==> src/asp_map.svh <==
/*
 * register offsets, field positions, reset values and timing counts of the async serial port.
 * assumes a plain strobe register port with 8-bit data and one clock at 200 MHz.
 */
//
// Operation
// - both enables off: tx pin returns to general-purpose port function.
// - any enable on and nothing to send: tx pin held high.
// - frame is idle, start bit, 8 or 9 data bits lsb first, stop bit.
// - word-length set: 9-bit words, ninth bit from tx_ninth_bit.
// - setting tx_enable connects pin and sends one idle frame first.
// - buffer-empty and done flags clear only by status read then data write.
// - write during transmission waits in holding buffer until frame ends.
// - write while idle loads shifter, starts, sets buffer-empty at once.
// - buffer-empty interrupt only when its enable set and core mask clear.
// - after stop bit or break, set done flag, interrupt if enabled and unmasked.
// - send_break loads a break character sized by word length.
// - frame format follows word-length and parity_enable combinations.
// - address-mark wakeup uses data msb, never the parity bit.
// - parity even or odd over 7 or 8 low bits plus parity bit.
// - parity on transmit replaces data msb with generated parity.
// - receive parity failure sets parity_error_flag, interrupt if enabled.
// - each bit sampled 16 times, majority of samples 8, 9, 10.
// - disagreeing voting samples set noise_flag, majority still used.
// - oversampling realigned on every detected start bit.
// - tx and rx baud rates programmable independently up to 250K baud.
`ifndef ASP_MAP_SVH
`define ASP_MAP_SVH

// ****************************
// register offsets
// ****************************
`define ASP_OFS_STATUS   4'h0
`define ASP_OFS_DATA     4'h1
`define ASP_OFS_BAUD_TX  4'h2
`define ASP_OFS_BAUD_RX  4'h3
`define ASP_OFS_CTRL1    4'h4
`define ASP_OFS_CTRL2    4'h5

// ****************************
// field positions
// ****************************
`define ASP_ST_TX_BUFFER_EMPTY      7
`define ASP_ST_TC        6
`define ASP_ST_RDRF      5
`define ASP_ST_OR        3
`define ASP_ST_NF        2
`define ASP_ST_PE        0
`define ASP_C1_R8        7
`define ASP_C1_T8        6
`define ASP_C1_M         4
`define ASP_C1_PCE       2
`define ASP_C1_PS        1
`define ASP_C1_PIE       0
`define ASP_C2_TIE       7
`define ASP_C2_TX_DONE_IRQ_EN      6
`define ASP_C2_TE        3
`define ASP_C2_RE        2
`define ASP_C2_SBK       0

// ****************************
// reset values and timing
// ****************************
`define ASP_RST_BAUD     16'h0000
`define ASP_OVERSAMPLE   16
`define ASP_VOTE_FIRST   4'h7
`define ASP_VOTE_LAST    4'h9
`define ASP_CLK_MHZ      200
`define ASP_MAX_BAUD_K   250
`define ASP_MIN_DIV      ((`ASP_CLK_MHZ * 1000) / (`ASP_MAX_BAUD_K * `ASP_OVERSAMPLE))

`endif

==> src/asp_pkg.sv <==
/*
 * types of the async serial port.
 * assumes asp_map.svh for the numbers.
 */
package asp_pkg;

    // ****************************
    // register bus carrier
    // ****************************
    typedef struct packed {
        logic [3:0] addr;
        logic [7:0] wdata;
        logic       wr;
        logic       rd;
    } asp_bus_s;

    typedef enum logic [1:0] {
        ASP_TX_OFF   = 2'b00,
        ASP_TX_IDLE  = 2'b01,
        ASP_TX_SHIFT = 2'b10
    } asp_tx_e;

    typedef enum logic [1:0] {
        ASP_RX_HUNT  = 2'b00,
        ASP_RX_START = 2'b01,
        ASP_RX_DATA  = 2'b10
    } asp_rx_e;

endpackage

==> src/asp_serial_port.sv <==
/*
 * async serial port: register port, transmitter with holding buffer, oversampled receiver.
 * assumes one 200 MHz clock, synchronous reset, and a master that never waits.
 */
// The implementer's own choices: the register offsets and the address-and-strobe port.
`timescale 1ns/1ps
`default_nettype none
`include "asp_map.svh"

module asp_serial_port
    import asp_pkg::*;
#(
    parameter int DIV_W = 16
) (
    // clock and reset
    input  wire logic             clk_i,
    input  wire logic             srst_i,
    // register port
    input  wire asp_bus_s         bus_i,
    output logic      [7:0]       rdata_o,
    // core interrupt mask
    input  wire logic             core_irq_mask_i,
    output logic                  irq_o,
    // wakeup
    output logic                  addr_mark_o,
    // serial pins
    input  wire logic             serial_rx_pin_i,
    output logic                  tx_o,
    output logic                  tx_oe_o
);

    initial begin
        if (DIV_W < 4 || DIV_W > 16) begin
            $error("asp_serial_port: DIV_W out of range");
        end
    end

    // ****************************
    // helpers
    // ****************************
    function automatic logic par_of(input logic [8:0] w, input logic m, input logic odd);
        logic p;
        p = m ? ^w[7:0] : ^w[6:0];
        return p ^ odd;
    endfunction

    function automatic logic [3:0] nbits(input logic m, input logic parity_enable);
        return (m ? 4'h9 : 4'h8);
    endfunction

    // ****************************
    // registers
    // ****************************
    logic [7:0] ctrl1_q;
    logic [7:0] ctrl2_q;
    logic [DIV_W-1:0] baud_tx_q;
    logic [DIV_W-1:0] baud_rx_q;
    logic       tx_buffer_empty_q, tc_q, rdrf_q, or_q, nf_q, pe_q;
    logic       st_armed_q;
    logic [8:0] rx_word_q;
    logic       m_b, pce_b, ps_b, te_b, re_b;

    assign m_b   = ctrl1_q[`ASP_C1_M];
    assign pce_b = ctrl1_q[`ASP_C1_PCE];
    assign ps_b  = ctrl1_q[`ASP_C1_PS];
    assign te_b  = ctrl2_q[`ASP_C2_TE];
    assign re_b  = ctrl2_q[`ASP_C2_RE];

    logic wr_data, rd_status, rd_data, clr_seq;
    assign wr_data   = bus_i.wr && bus_i.addr == `ASP_OFS_DATA;
    assign rd_status = bus_i.rd && bus_i.addr == `ASP_OFS_STATUS;
    assign rd_data   = bus_i.rd && bus_i.addr == `ASP_OFS_DATA;
    assign clr_seq   = wr_data && st_armed_q;

    // tx and rx events from the shifters
    logic tx_load_ev, tx_done_ev, brk_take;
    logic rx_done_ev, rx_par_bad, rx_noise;
    logic [8:0] rx_shift_q;

    // ****************************
    // control registers
    // ****************************
    always_ff @(posedge clk_i) begin
        if (srst_i) begin
            ctrl1_q   <= 8'h00;
            ctrl2_q   <= 8'h00;
            baud_tx_q <= DIV_W'(`ASP_RST_BAUD);
            baud_rx_q <= DIV_W'(`ASP_RST_BAUD);
        end else begin
            if (bus_i.wr && bus_i.addr == `ASP_OFS_CTRL1) begin
                ctrl1_q <= {ctrl1_q[7], bus_i.wdata[6:0]};
            end
            if (bus_i.wr && bus_i.addr == `ASP_OFS_CTRL2) begin
                ctrl2_q <= bus_i.wdata;
            end else if (brk_take) begin
                ctrl2_q[`ASP_C2_SBK] <= 1'b0;
            end
            // independent tx and rx divisors
            if (bus_i.wr && bus_i.addr == `ASP_OFS_BAUD_TX) begin
                baud_tx_q <= DIV_W'(bus_i.wdata);
            end
            if (bus_i.wr && bus_i.addr == `ASP_OFS_BAUD_RX) begin
                baud_rx_q <= DIV_W'(bus_i.wdata);
            end
            if (rx_done_ev) begin
                ctrl1_q[`ASP_C1_R8] <= rx_shift_q[8];
            end
        end
    end

    // ****************************
    // status flags
    // ****************************
    always_ff @(posedge clk_i) begin
        if (srst_i) begin
            st_armed_q <= 1'b0;
            tx_buffer_empty_q     <= 1'b1;
            tc_q       <= 1'b1;
        end else begin
            if (rd_status) begin
                st_armed_q <= 1'b1;
            end else if (wr_data) begin
                st_armed_q <= 1'b0;
            end
            // set wins over the clear sequence
            if (tx_load_ev) begin
                tx_buffer_empty_q <= 1'b1;
            end else if (clr_seq) begin
                tx_buffer_empty_q <= 1'b0;
            end
            if (tx_done_ev) begin
                tc_q <= 1'b1;
            end else if (clr_seq) begin
                tc_q <= 1'b0;
            end
        end
    end

    always_ff @(posedge clk_i) begin
        if (srst_i) begin
            rdrf_q    <= 1'b0;
            or_q      <= 1'b0;
            nf_q      <= 1'b0;
            pe_q      <= 1'b0;
            rx_word_q <= 9'h000;
        end else begin
            if (rx_done_ev && rdrf_q && !rd_data) begin
                or_q <= 1'b1;
            end else if (rd_data) begin
                or_q <= 1'b0;
            end
            if (rx_done_ev && !(rdrf_q && !rd_data)) begin
                rdrf_q    <= 1'b1;
                rx_word_q <= rx_shift_q;
            end else if (rd_data) begin
                rdrf_q <= 1'b0;
            end
            if (rx_done_ev && rx_noise) begin
                nf_q <= 1'b1;
            end else if (rd_data) begin
                nf_q <= 1'b0;
            end
            if (rx_done_ev && rx_par_bad) begin
                pe_q <= 1'b1;
            end else if (rd_data) begin
                pe_q <= 1'b0;
            end
        end
    end

    // ****************************
    // read port and interrupt
    // ****************************
    always_ff @(posedge clk_i) begin
        if (srst_i) begin
            rdata_o <= 8'h00;
            irq_o   <= 1'b0;
        end else begin
            rdata_o <= 8'h00;
            if (bus_i.rd) begin
                case (bus_i.addr)
                    `ASP_OFS_STATUS:  rdata_o <= {tx_buffer_empty_q, tc_q, rdrf_q, 1'b0, or_q, nf_q, 1'b0, pe_q};
                    `ASP_OFS_DATA:    rdata_o <= rx_word_q[7:0];
                    `ASP_OFS_BAUD_TX: rdata_o <= baud_tx_q[7:0];
                    `ASP_OFS_BAUD_RX: rdata_o <= baud_rx_q[7:0];
                    `ASP_OFS_CTRL1:   rdata_o <= ctrl1_q;
                    `ASP_OFS_CTRL2:   rdata_o <= ctrl2_q;
                    default:          rdata_o <= 8'h00;
                endcase
            end
            irq_o <= !core_irq_mask_i &&
                     ((tx_buffer_empty_q && ctrl2_q[`ASP_C2_TIE]) ||
                      (tc_q && ctrl2_q[`ASP_C2_TX_DONE_IRQ_EN]) ||
                      (pe_q && ctrl1_q[`ASP_C1_PIE]));
        end
    end

    // ****************************
    // transmitter
    // ****************************
    asp_tx_e    tx_st_q;
    logic [DIV_W+3:0] tx_cnt_q;
    logic [3:0] tx_bit_q;
    logic [10:0] tx_frame_q;
    logic [3:0] tx_len_q;
    logic [8:0] hold_q;
    logic       hold_full_q;
    logic       te_prev_q;
    logic       tx_tick;
    logic [8:0] wr_word;

    // divider floor of one sample period keeps zero divisor from stalling
    assign tx_tick = tx_cnt_q == {baud_tx_q, 4'hf};
    assign wr_word = pce_b ? (m_b ? {par_of({1'b0, bus_i.wdata}, 1'b1, ps_b), bus_i.wdata}
                                  : {1'b0, par_of({1'b0, bus_i.wdata}, 1'b0, ps_b), bus_i.wdata[6:0]})
                           : {ctrl1_q[`ASP_C1_T8], bus_i.wdata};
    assign brk_take  = tx_st_q == ASP_TX_IDLE && !hold_full_q && ctrl2_q[`ASP_C2_SBK];
    assign tx_load_ev = tx_st_q == ASP_TX_IDLE && (hold_full_q || (wr_data && !brk_take));
    assign tx_done_ev = tx_st_q == ASP_TX_SHIFT && tx_tick && tx_bit_q == tx_len_q;

    always_ff @(posedge clk_i) begin
        if (srst_i) begin
            tx_st_q     <= ASP_TX_OFF;
            tx_cnt_q    <= '0;
            tx_bit_q    <= 4'h0;
            tx_frame_q  <= 11'h7ff;
            tx_len_q    <= 4'h0;
            hold_q      <= 9'h000;
            hold_full_q <= 1'b0;
            te_prev_q   <= 1'b0;
        end else begin
            te_prev_q <= te_b;
            if (wr_data && (tx_st_q != ASP_TX_IDLE || hold_full_q)) begin
                hold_q      <= wr_word;
                hold_full_q <= 1'b1;
            end else if (tx_load_ev) begin
                hold_full_q <= 1'b0;
            end
            case (tx_st_q)
                ASP_TX_OFF: begin
                    if (te_b && !te_prev_q) begin
                        // idle preamble: all ones for a whole frame
                        tx_frame_q <= 11'h7ff;
                        tx_len_q   <= nbits(m_b, pce_b) + 4'h1;
                        tx_bit_q   <= 4'h0;
                        tx_cnt_q   <= '0;
                        tx_st_q    <= ASP_TX_SHIFT;
                    end
                end
                ASP_TX_IDLE: begin
                    tx_cnt_q <= '0;
                    tx_bit_q <= 4'h0;
                    tx_len_q <= nbits(m_b, pce_b) + 4'h1;
                    if (!te_b) begin
                        tx_st_q <= ASP_TX_OFF;
                    end else if (hold_full_q) begin
                        tx_frame_q <= {1'b1, hold_q[8] | !m_b, hold_q[7:0], 1'b0};
                        tx_st_q    <= ASP_TX_SHIFT;
                    end else if (brk_take) begin
                        // low through start and data, stop bit high
                        tx_frame_q <= m_b ? 11'h400 : 11'h600;
                        tx_st_q    <= ASP_TX_SHIFT;
                    end else if (wr_data) begin
                        tx_frame_q <= {1'b1, wr_word[8] | !m_b, wr_word[7:0], 1'b0};
                        tx_st_q    <= ASP_TX_SHIFT;
                    end
                end
                ASP_TX_SHIFT: begin
                    tx_cnt_q <= tx_tick ? '0 : tx_cnt_q + 1'b1;
                    if (tx_tick) begin
                        tx_frame_q <= {1'b1, tx_frame_q[10:1]};
                        tx_bit_q   <= tx_bit_q + 4'h1;
                        if (tx_done_ev) begin
                            tx_st_q <= ASP_TX_IDLE;
                        end
                    end
                end
                default: tx_st_q <= ASP_TX_OFF;
            endcase
        end
    end

    always_ff @(posedge clk_i) begin
        if (srst_i) begin
            tx_o    <= 1'b1;
            tx_oe_o <= 1'b0;
        end else begin
            tx_oe_o <= te_b || re_b;
            tx_o    <= (tx_st_q == ASP_TX_SHIFT) ? tx_frame_q[0] : 1'b1;
        end
    end

    // ****************************
    // receiver
    // ****************************
    logic       rx_s1_q, rx_s2_q;
    asp_rx_e    rx_st_q;
    logic [DIV_W-1:0] rx_div_q;
    logic [3:0] rx_smp_q;
    logic [3:0] rx_bit_q;
    logic [2:0] vote_q;
    logic       noise_q;
    logic       rx_tick, maj;

    always_ff @(posedge clk_i) begin
        if (srst_i) begin
            rx_s1_q <= 1'b1;
            rx_s2_q <= 1'b1;
        end else begin
            rx_s1_q <= serial_rx_pin_i;
            rx_s2_q <= rx_s1_q;
        end
    end

    assign rx_tick = rx_div_q == baud_rx_q;
    assign maj = (vote_q[0] & vote_q[1]) | (vote_q[1] & vote_q[2]) | (vote_q[0] & vote_q[2]);
    assign rx_done_ev = rx_st_q == ASP_RX_DATA && rx_tick && rx_smp_q == 4'hf &&
                        rx_bit_q == nbits(m_b, pce_b);
    assign rx_noise   = noise_q;
    assign rx_par_bad = pce_b && (par_of(rx_shift_q, m_b, ps_b) != (m_b ? rx_shift_q[8] : rx_shift_q[7]));

    always_ff @(posedge clk_i) begin
        if (srst_i) begin
            rx_st_q    <= ASP_RX_HUNT;
            rx_div_q   <= '0;
            rx_smp_q   <= 4'h0;
            rx_bit_q   <= 4'h0;
            vote_q     <= 3'h7;
            noise_q    <= 1'b0;
            rx_shift_q <= 9'h000;
        end else begin
            rx_div_q <= rx_tick ? '0 : rx_div_q + 1'b1;
            case (rx_st_q)
                ASP_RX_HUNT: begin
                    if (re_b && !rx_s2_q) begin
                        // restart the sample phase on each start edge
                        rx_div_q <= '0;
                        rx_smp_q <= 4'h0;
                        rx_bit_q <= 4'h0;
                        noise_q  <= 1'b0;
                        rx_st_q  <= ASP_RX_START;
                    end
                end
                ASP_RX_START, ASP_RX_DATA: begin
                    if (rx_tick) begin
                        rx_smp_q <= rx_smp_q + 4'h1;
                        if (rx_smp_q >= `ASP_VOTE_FIRST && rx_smp_q <= `ASP_VOTE_LAST) begin
                            vote_q <= {rx_s2_q, vote_q[2:1]};
                        end
                        if (rx_smp_q == 4'hf) begin
                            if (vote_q != 3'h0 && vote_q != 3'h7) begin
                                noise_q <= 1'b1;
                            end
                            if (rx_st_q == ASP_RX_START) begin
                                // false start when the vote says high
                                rx_st_q <= maj ? ASP_RX_HUNT : ASP_RX_DATA;
                            end else if (rx_bit_q == nbits(m_b, pce_b)) begin
                                rx_st_q <= ASP_RX_HUNT;
                            end else begin
                                rx_bit_q <= rx_bit_q + 4'h1;
                                rx_shift_q <= m_b ? {maj, rx_shift_q[8:1]}
                                                  : {1'b0, maj, rx_shift_q[7:1]};
                            end
                        end
                    end
                end
                default: rx_st_q <= ASP_RX_HUNT;
            endcase
        end
    end

    // address mark comes from data msb, never the parity slot
    always_ff @(posedge clk_i) begin
        if (srst_i) begin
            addr_mark_o <= 1'b0;
        end else if (rx_done_ev) begin
            addr_mark_o <= pce_b ? (m_b ? rx_shift_q[7] : rx_shift_q[6])
                                 : (m_b ? rx_shift_q[8] : rx_shift_q[7]);
        end
    end

endmodule
`default_nettype wire

==> config.mk <==
export PLATFORM = sky130hd
export DESIGN_NAME = asp_serial_port
export DESIGN_NICKNAME = d
export VERILOG_FILES = /design/src/asp_pkg.sv /design/src/asp_serial_port.sv
export VERILOG_INCLUDE_DIRS = /design/src /design/src/src
export SDC_FILE = /design/constraint.sdc
export NUM_CORES = 1
export LEC_CHECK = 0
export BUFFER_PORTS_ARGS = -buffer_cell sky130_fd_sc_hd__buf_2
export CORE_ASPECT_RATIO = 1.2
export CORE_UTILIZATION = 62
export DETAILED_ROUTE_END_ITERATION = 6
export GPL_ROUTABILITY_DRIVEN = 0
export MAX_ROUTING_LAYER = met4
export PLACE_DENSITY = 0.89
export SYNTH_ARGS = -nofsm -noshare
export SYNTH_HDL_FRONTEND = slang
export SYNTH_SLANG_ARGS = --single-unit
==> constraint.sdc <==
create_clock -name clk_i -period 3.09 [get_ports clk_i]
set_clock_uncertainty 0.2 [all_clocks]
set_input_delay 0.1545 -clock clk_i [delete_from_list [all_inputs] [get_ports clk_i]]
set_output_delay 0.1545 -clock clk_i [all_outputs]
set_load 0.03 [all_outputs]
### Word level (Yosys, flattened, before mapping)

Cells that the tools add are included.

* add/subtract/negate cells: 6
* order comparisons: 2
* equality and inequality tests: 30
* multiplexer cells: 68
* bitwise gates (word level): 14
* reduce and logical (&&, ||, !) cells: 80

Operators with widths (count)
* 11-bit two-way mux: 6
* 20-bit case mux with 3 select lines: 1
* 16-bit two-way mux: 3
* 8-bit case mux with 6 select lines: 1
* 20-bit two-way mux: 2
* 4-bit two-way mux: 9
* 1-bit logical AND: 33
* 11-bit case mux with 3 select lines: 1
* 9-bit two-way mux: 3
* 2-bit two-way mux: 13
* 4-bit case mux with 2 select lines: 3
* 1-bit two-way mux: 21
* 20-bit by 1-bit adder with 20-bit output (second input constant): 1
* 20-bit by 12-bit equality test with 1-bit output: 1
* 2-bit != test (second input constant): 10
* 2-bit nonzero test: 9
* 16-bit by 1-bit adder with 16-bit output (second input constant): 1
* 4-bit by 1-bit adder with 4-bit output (second input constant): 4
* 16-bit by 8-bit equality test with 1-bit output: 1
* 8-bit parity: 2
* 5-bit AND reduction: 3
* 7-bit parity: 2
* 4-bit case mux with 3 select lines: 1
* 10-bit two-way mux: 1
* 31 further kinds: 68

* register bits: 152
* bits of input ports: 18

### Depth between registers and ports, before layout

* word-level depth: 10
* gate-level depth with buffers: 8

### Worst setup path before layout

Ideal clock, no wire load.

* kind: register to register
* start: register tx_cnt_q[12]
* end: register tx_frame_q[3]
* setup time: 0.120 ns
* arrival time: 2.013 ns
* setup slack: 0.757 ns
* cell stages (with the launch flop): 7
* buffers on the path: 1
* period minus slack after synthesis: 2.333 ns
* path through: dfxtp_1 -> or4_4 -> nor4_2 -> a31o_4 -> o211ai_4 -> buf_6 -> a211o_1

* longest elaborated chain between the ends: 3

RTL lines
* from (decl): line asp_serial_port.sv:202 `logic [DIV_W+3:0] tx_cnt_q;`
* from (signal assigned): line asp_serial_port.sv:269 `tx_cnt_q <= tx_tick ? '0 : tx_cnt_q + 1'b1;`
* 20-bit by 12-bit equality test with 1-bit output: line asp_serial_port.sv:213 `assign tx_tick = tx_cnt_q == {baud_tx_q, 4'hf};`
* 2-bit != test (no source line)
* 5-bit AND reduction (no source line)
* to (signal assigned): line asp_serial_port.sv:257 `tx_frame_q <= {1'b1, hold_q[8] | !m_b, hold_q[7:0], 1'b0};`
* to (signal assigned): line asp_serial_port.sv:261 `tx_frame_q <= m_b ? 11'h400 : 11'h600;`
* to (signal assigned): line asp_serial_port.sv:264 `tx_frame_q <= {1'b1, wr_word[8] | !m_b, wr_word[7:0], 1'b0};`
* to (decl): line asp_serial_port.sv:204 `logic [10:0] tx_frame_q;`

Every way passes these cells.
A chain may end at the register's enable or synchronous reset.

### Worst setup path after layout

* start: register ctrl1_q[4]
* end: register rx_word_q[1]

* longest elaborated chain between the ends: 4

RTL lines
* from (decl): line asp_serial_port.sv:54 `logic [7:0] ctrl1_q;`
* from (signal assigned): line asp_serial_port.sv:91 `ctrl1_q <= {ctrl1_q[7], bus_i.wdata[6:0]};`
* from (signal, indexed assignment): line asp_serial_port.sv:106 `` ctrl1_q[`ASP_C1_R8] <= rx_shift_q[8]; ``
* 1-bit two-way mux: line asp_serial_port.sv:48 `return (m ? 4'h9 : 4'h8);`
* 4-bit equality test: line asp_serial_port.sv:318 `rx_bit_q == nbits(m_b, pce_b);`
* 1-bit logical AND: line asp_serial_port.sv:317 `assign rx_done_ev = rx_st_q == ASP_RX_DATA && rx_tick && rx_smp_q == 4'hf &&`
* 1-bit logical AND: line asp_serial_port.sv:152 `if (rx_done_ev && !(rdrf_q && !rd_data)) begin`
* to (signal assigned): line asp_serial_port.sv:154 `rx_word_q <= rx_shift_q;`
* to (decl): line asp_serial_port.sv:60 `logic [8:0] rx_word_q;`

Every way passes these cells.

==> results.md <==
- Outcome: finished, final reports clean
- Post-synthesis compound-gate area fraction: 12.8%
- Post-Syn Area per Cell: 8.53 um^2
- Drt first pass iters: 6
- Worst setup margin: 0.496 ns
- DRT Wirelength: 17.3 mm
- CTS tree: done
- Synthesized instance count: 846
- DIE WIDTH: 100 um
- Global route overflow: 0
- Remaining DRCs: 0
- ANT cells: 0
- Met2 WL: 8.25 mm
- Most common cell after layout, fill and taps aside: dfxtp_1
- CP delay by family, top: simple AND/OR/NAND/NOR gates
- Max FO, Critical Path: 10
- Io pins: 30
- Placed cell count: 995
- Critical Path Max Stage Delay: 0.61 ns
- Number of global-route vias before repair: 5,943
- Met3 routed WL: 1.36 mm
- Yosys reg bits: 150
- First-pass GRT wire length: 28.8 mm
- Layout cell share with drive strength beyond 1: 10.0%
- Fin util: 72.9%
- Pwr Total: 0.00443 W
- Async S/R FF share, synth: 0%
- Num Clock Sinks: 150
- Power per standard cell area: 543 mW/mm^2
- Max_slew headroom: 38.3%
- Highest-count cells in the layout ignoring fill and taps: dfxtp_1 (150), nor2_1 (113), nand2_1 (96), a21oi_1 (56), nand3_1 (49)
- Worst Setup Start Kind: flop
- CTS Root Cell: clkbuf_16
- DP Worst Slack: 0.589 ns
- Footprint of the multi-input gates: 0.00395 mm^2
- Die Area: 0.0121 mm^2
- Post-synth EDFFs: 0
- Mux contribution to synthesized area: 7.14%
- Buf/Inv on CP: 0
- Die H: 120 um
- Non-filler cells, final: 1,041
- Fin. Hold Viols: 0
- Initial antenna violation count: 0
- GRT Resource Usage Total: 31.4%
- Fmax: 0.385 GHz
- Clk slew on worst S/H paths: 0.06 ns
- Mapped Area: 0.00722 mm^2
- Crit path DAT: 2.69 ns
- WL/cell: 16.6 um
- Largest net degree at the start of global routing: 59
- CTS HTree Levels: 4
- RSZ-0062 raised after global routing: no
- Number of nets with antenna violations after routing: 0
- Setup Crit Path Kind: reg2reg
- Layout fillers: 780
- Clock Latency Late Sink: 0.43 ns
- Row count: 42
- Initial Util: 64.5%
- Crit path time final: 2.59 ns
- Dpl hpwl: 11.0 mm
- Worst EP required: 3.18 ns
- Reg area: 0.00300 mm^2
- Simple-gate area share of the yosys netlist: 23.8%
- Worst vdd ir: 0.302 mV
- HP Class: in2reg
- Sequential fraction of the synthesis area: 41.6%
- Synth Area in Adders: 2.91%
- Via density: 6.04
- # setup viols final: 0
- CP cell instances: xor2_1 > nor4b_2 > nand4_1 > mux2i_1 > nor2_1
- Syn. warnings: 0
- Netlist cell types: 65
- Worst-margin pin slew: 0.922 ns
- Largest family of logic cells by synthesized area: simple AND/OR/NAND/NOR gates
- CTS Buf Count: 17
- Ys flop type: dfxtp_1
- Final net count: 910
- Max Slew Vio Count: 0
- Initial DRC count: 591
- IO Port Bufs: 29
- Endpoint class of the critical path: flop
- Maximum clock path buffer count: 2
- Wire length on met1: 7.17 mm
- Synthesized Nets: 880
- Slowest-stage cell, CP: nand4_1
- Max layer used: met4
- Static Leakage: 3.19 nW
- Setup TNS: 0 ns
- Final worst path period share: 84.0%
- Core ar.: 0.0112 mm^2
- XOR/XNOR Fraction of Synth Area: 8.01%
- Area delta synth->final: 13.1%
- Max-Cap Viols: 0
- Vias: 6,288
## path summary, 6_finish.rpt
path	startpoint	to	slack (ns)	cells past startpoint
worst min register to register	rx_s1_q	rx_s2_q	0.21	1
worst max register to register	ctrl1_q[4]	rx_word_q[1]	0.50	5
worst max-delay path	ctrl1_q[4]	rx_word_q[1]	0.50	5
worst min-delay path	bus_i[0]	or_q	0.03	3
## metal layers
| metal | track usage [%] | vias up |
|---|---|---|
| met1 | 39.8 | 2945 |
| li1 | - | 3009 |
| met5 | - | - |
| met4 | 15.3 | 0 |
| met3 | 6.65 | 48 |
| met2 | 47.6 | 286 |
## cell type report
cell class | instances | share of cell area [%]
tap | 154 | 2.36
clock buffer | 21 | 5.64
timing repair buffer | 51 | 4.32
inverter | 21 | 0.966
sequential | 150 | 36.8
clock inverter | 9 | 1.56
multi-input combinational | 635 | 48.3
## metrics by stage
step / cell area (um^2) / hold WS [ns]
floorplan: 7220 / 0.0338
global placement: 7410 / 0.119
CTS: 8160 / 0.00573
detailed placement: 7410 / 0.128
global route: 8160 / 0.0199
finish: 8160 / 0.0280
## synthesized netlist by cell type (4+ instances only)
master,number,area share (%)
and3_1,9,0.78
a31oi_1,9,0.78
nand2_1,96,5.0
nand4_1,19,1.6
a221oi_1,7,0.85
a21oi_1,56,3.9
clkbuf_1,32,1.7
or3_1,7,0.61
mux2i_1,47,6.5
nand2b_1,13,1.1
a22oi_1,6,0.62
mux2_2,4,0.62
and2_1,5,0.43
nor4_1,4,0.35
inv_1,21,1.1
ha_1,16,2.8
a211o_1,7,0.85
xnor2_1,30,3.6
xor2_1,36,4.4
nor2_1,113,5.9
nor2b_1,7,0.61
dfxtp_1,150,42
nand3_1,49,3.4
nor3_1,10,0.69
o21ai_0,29,2.0
a222oi_1,4,0.55
## registers in the layout, summed over array words and instances, names as in the netlist, 8 cells and up
signal,flops
tx_cnt_q,20
rx_div_q,16
tx_frame_q,10
hold_q,9
rx_shift_q,9
baud_rx_q,8
baud_tx_q,8
ctrl1_q,8
ctrl2_q,8
rdata_o,8
rx_word_q,8
## logic make-up after synthesis
kind of cell	count (synthesis)
flip-flops	150
adder cells (fa/ha/maj)	17
AO/OA/AOI/OAI	143
multiplexers	51
buffers and inverters	61
AND/OR/NAND/NOR	358
XOR/XNOR	66
## timing repair
action / CTS / global route
hold buffers: 16 / 0
setup buffers: 0 / 0
resized for setup: 0 / 0
setup endpoints to repair: 0 / 0
hold endpoints to repair: 60 / 0
## where the power goes
part / total [W] / switching [W] / internal (W)
clock network: 0.00209 / 0.000789 / 0.00130
registers: 0.00200 / 0.0000284 / 0.00197
logic: 0.000345 / 0.000224 / 0.000121
total: 0.00443 / 0.00104 / 0.00339
## worst register-to-register path, stage by stage (launching register included)
cell     delay (ns)
dfxtp_1        0.56
xor2_1         0.13
nor4b_2        0.57
nand4_1        0.61
mux2i_1        0.33
nor2_1         0.06
No activity file was read; power rests on OpenSTA's default activity.
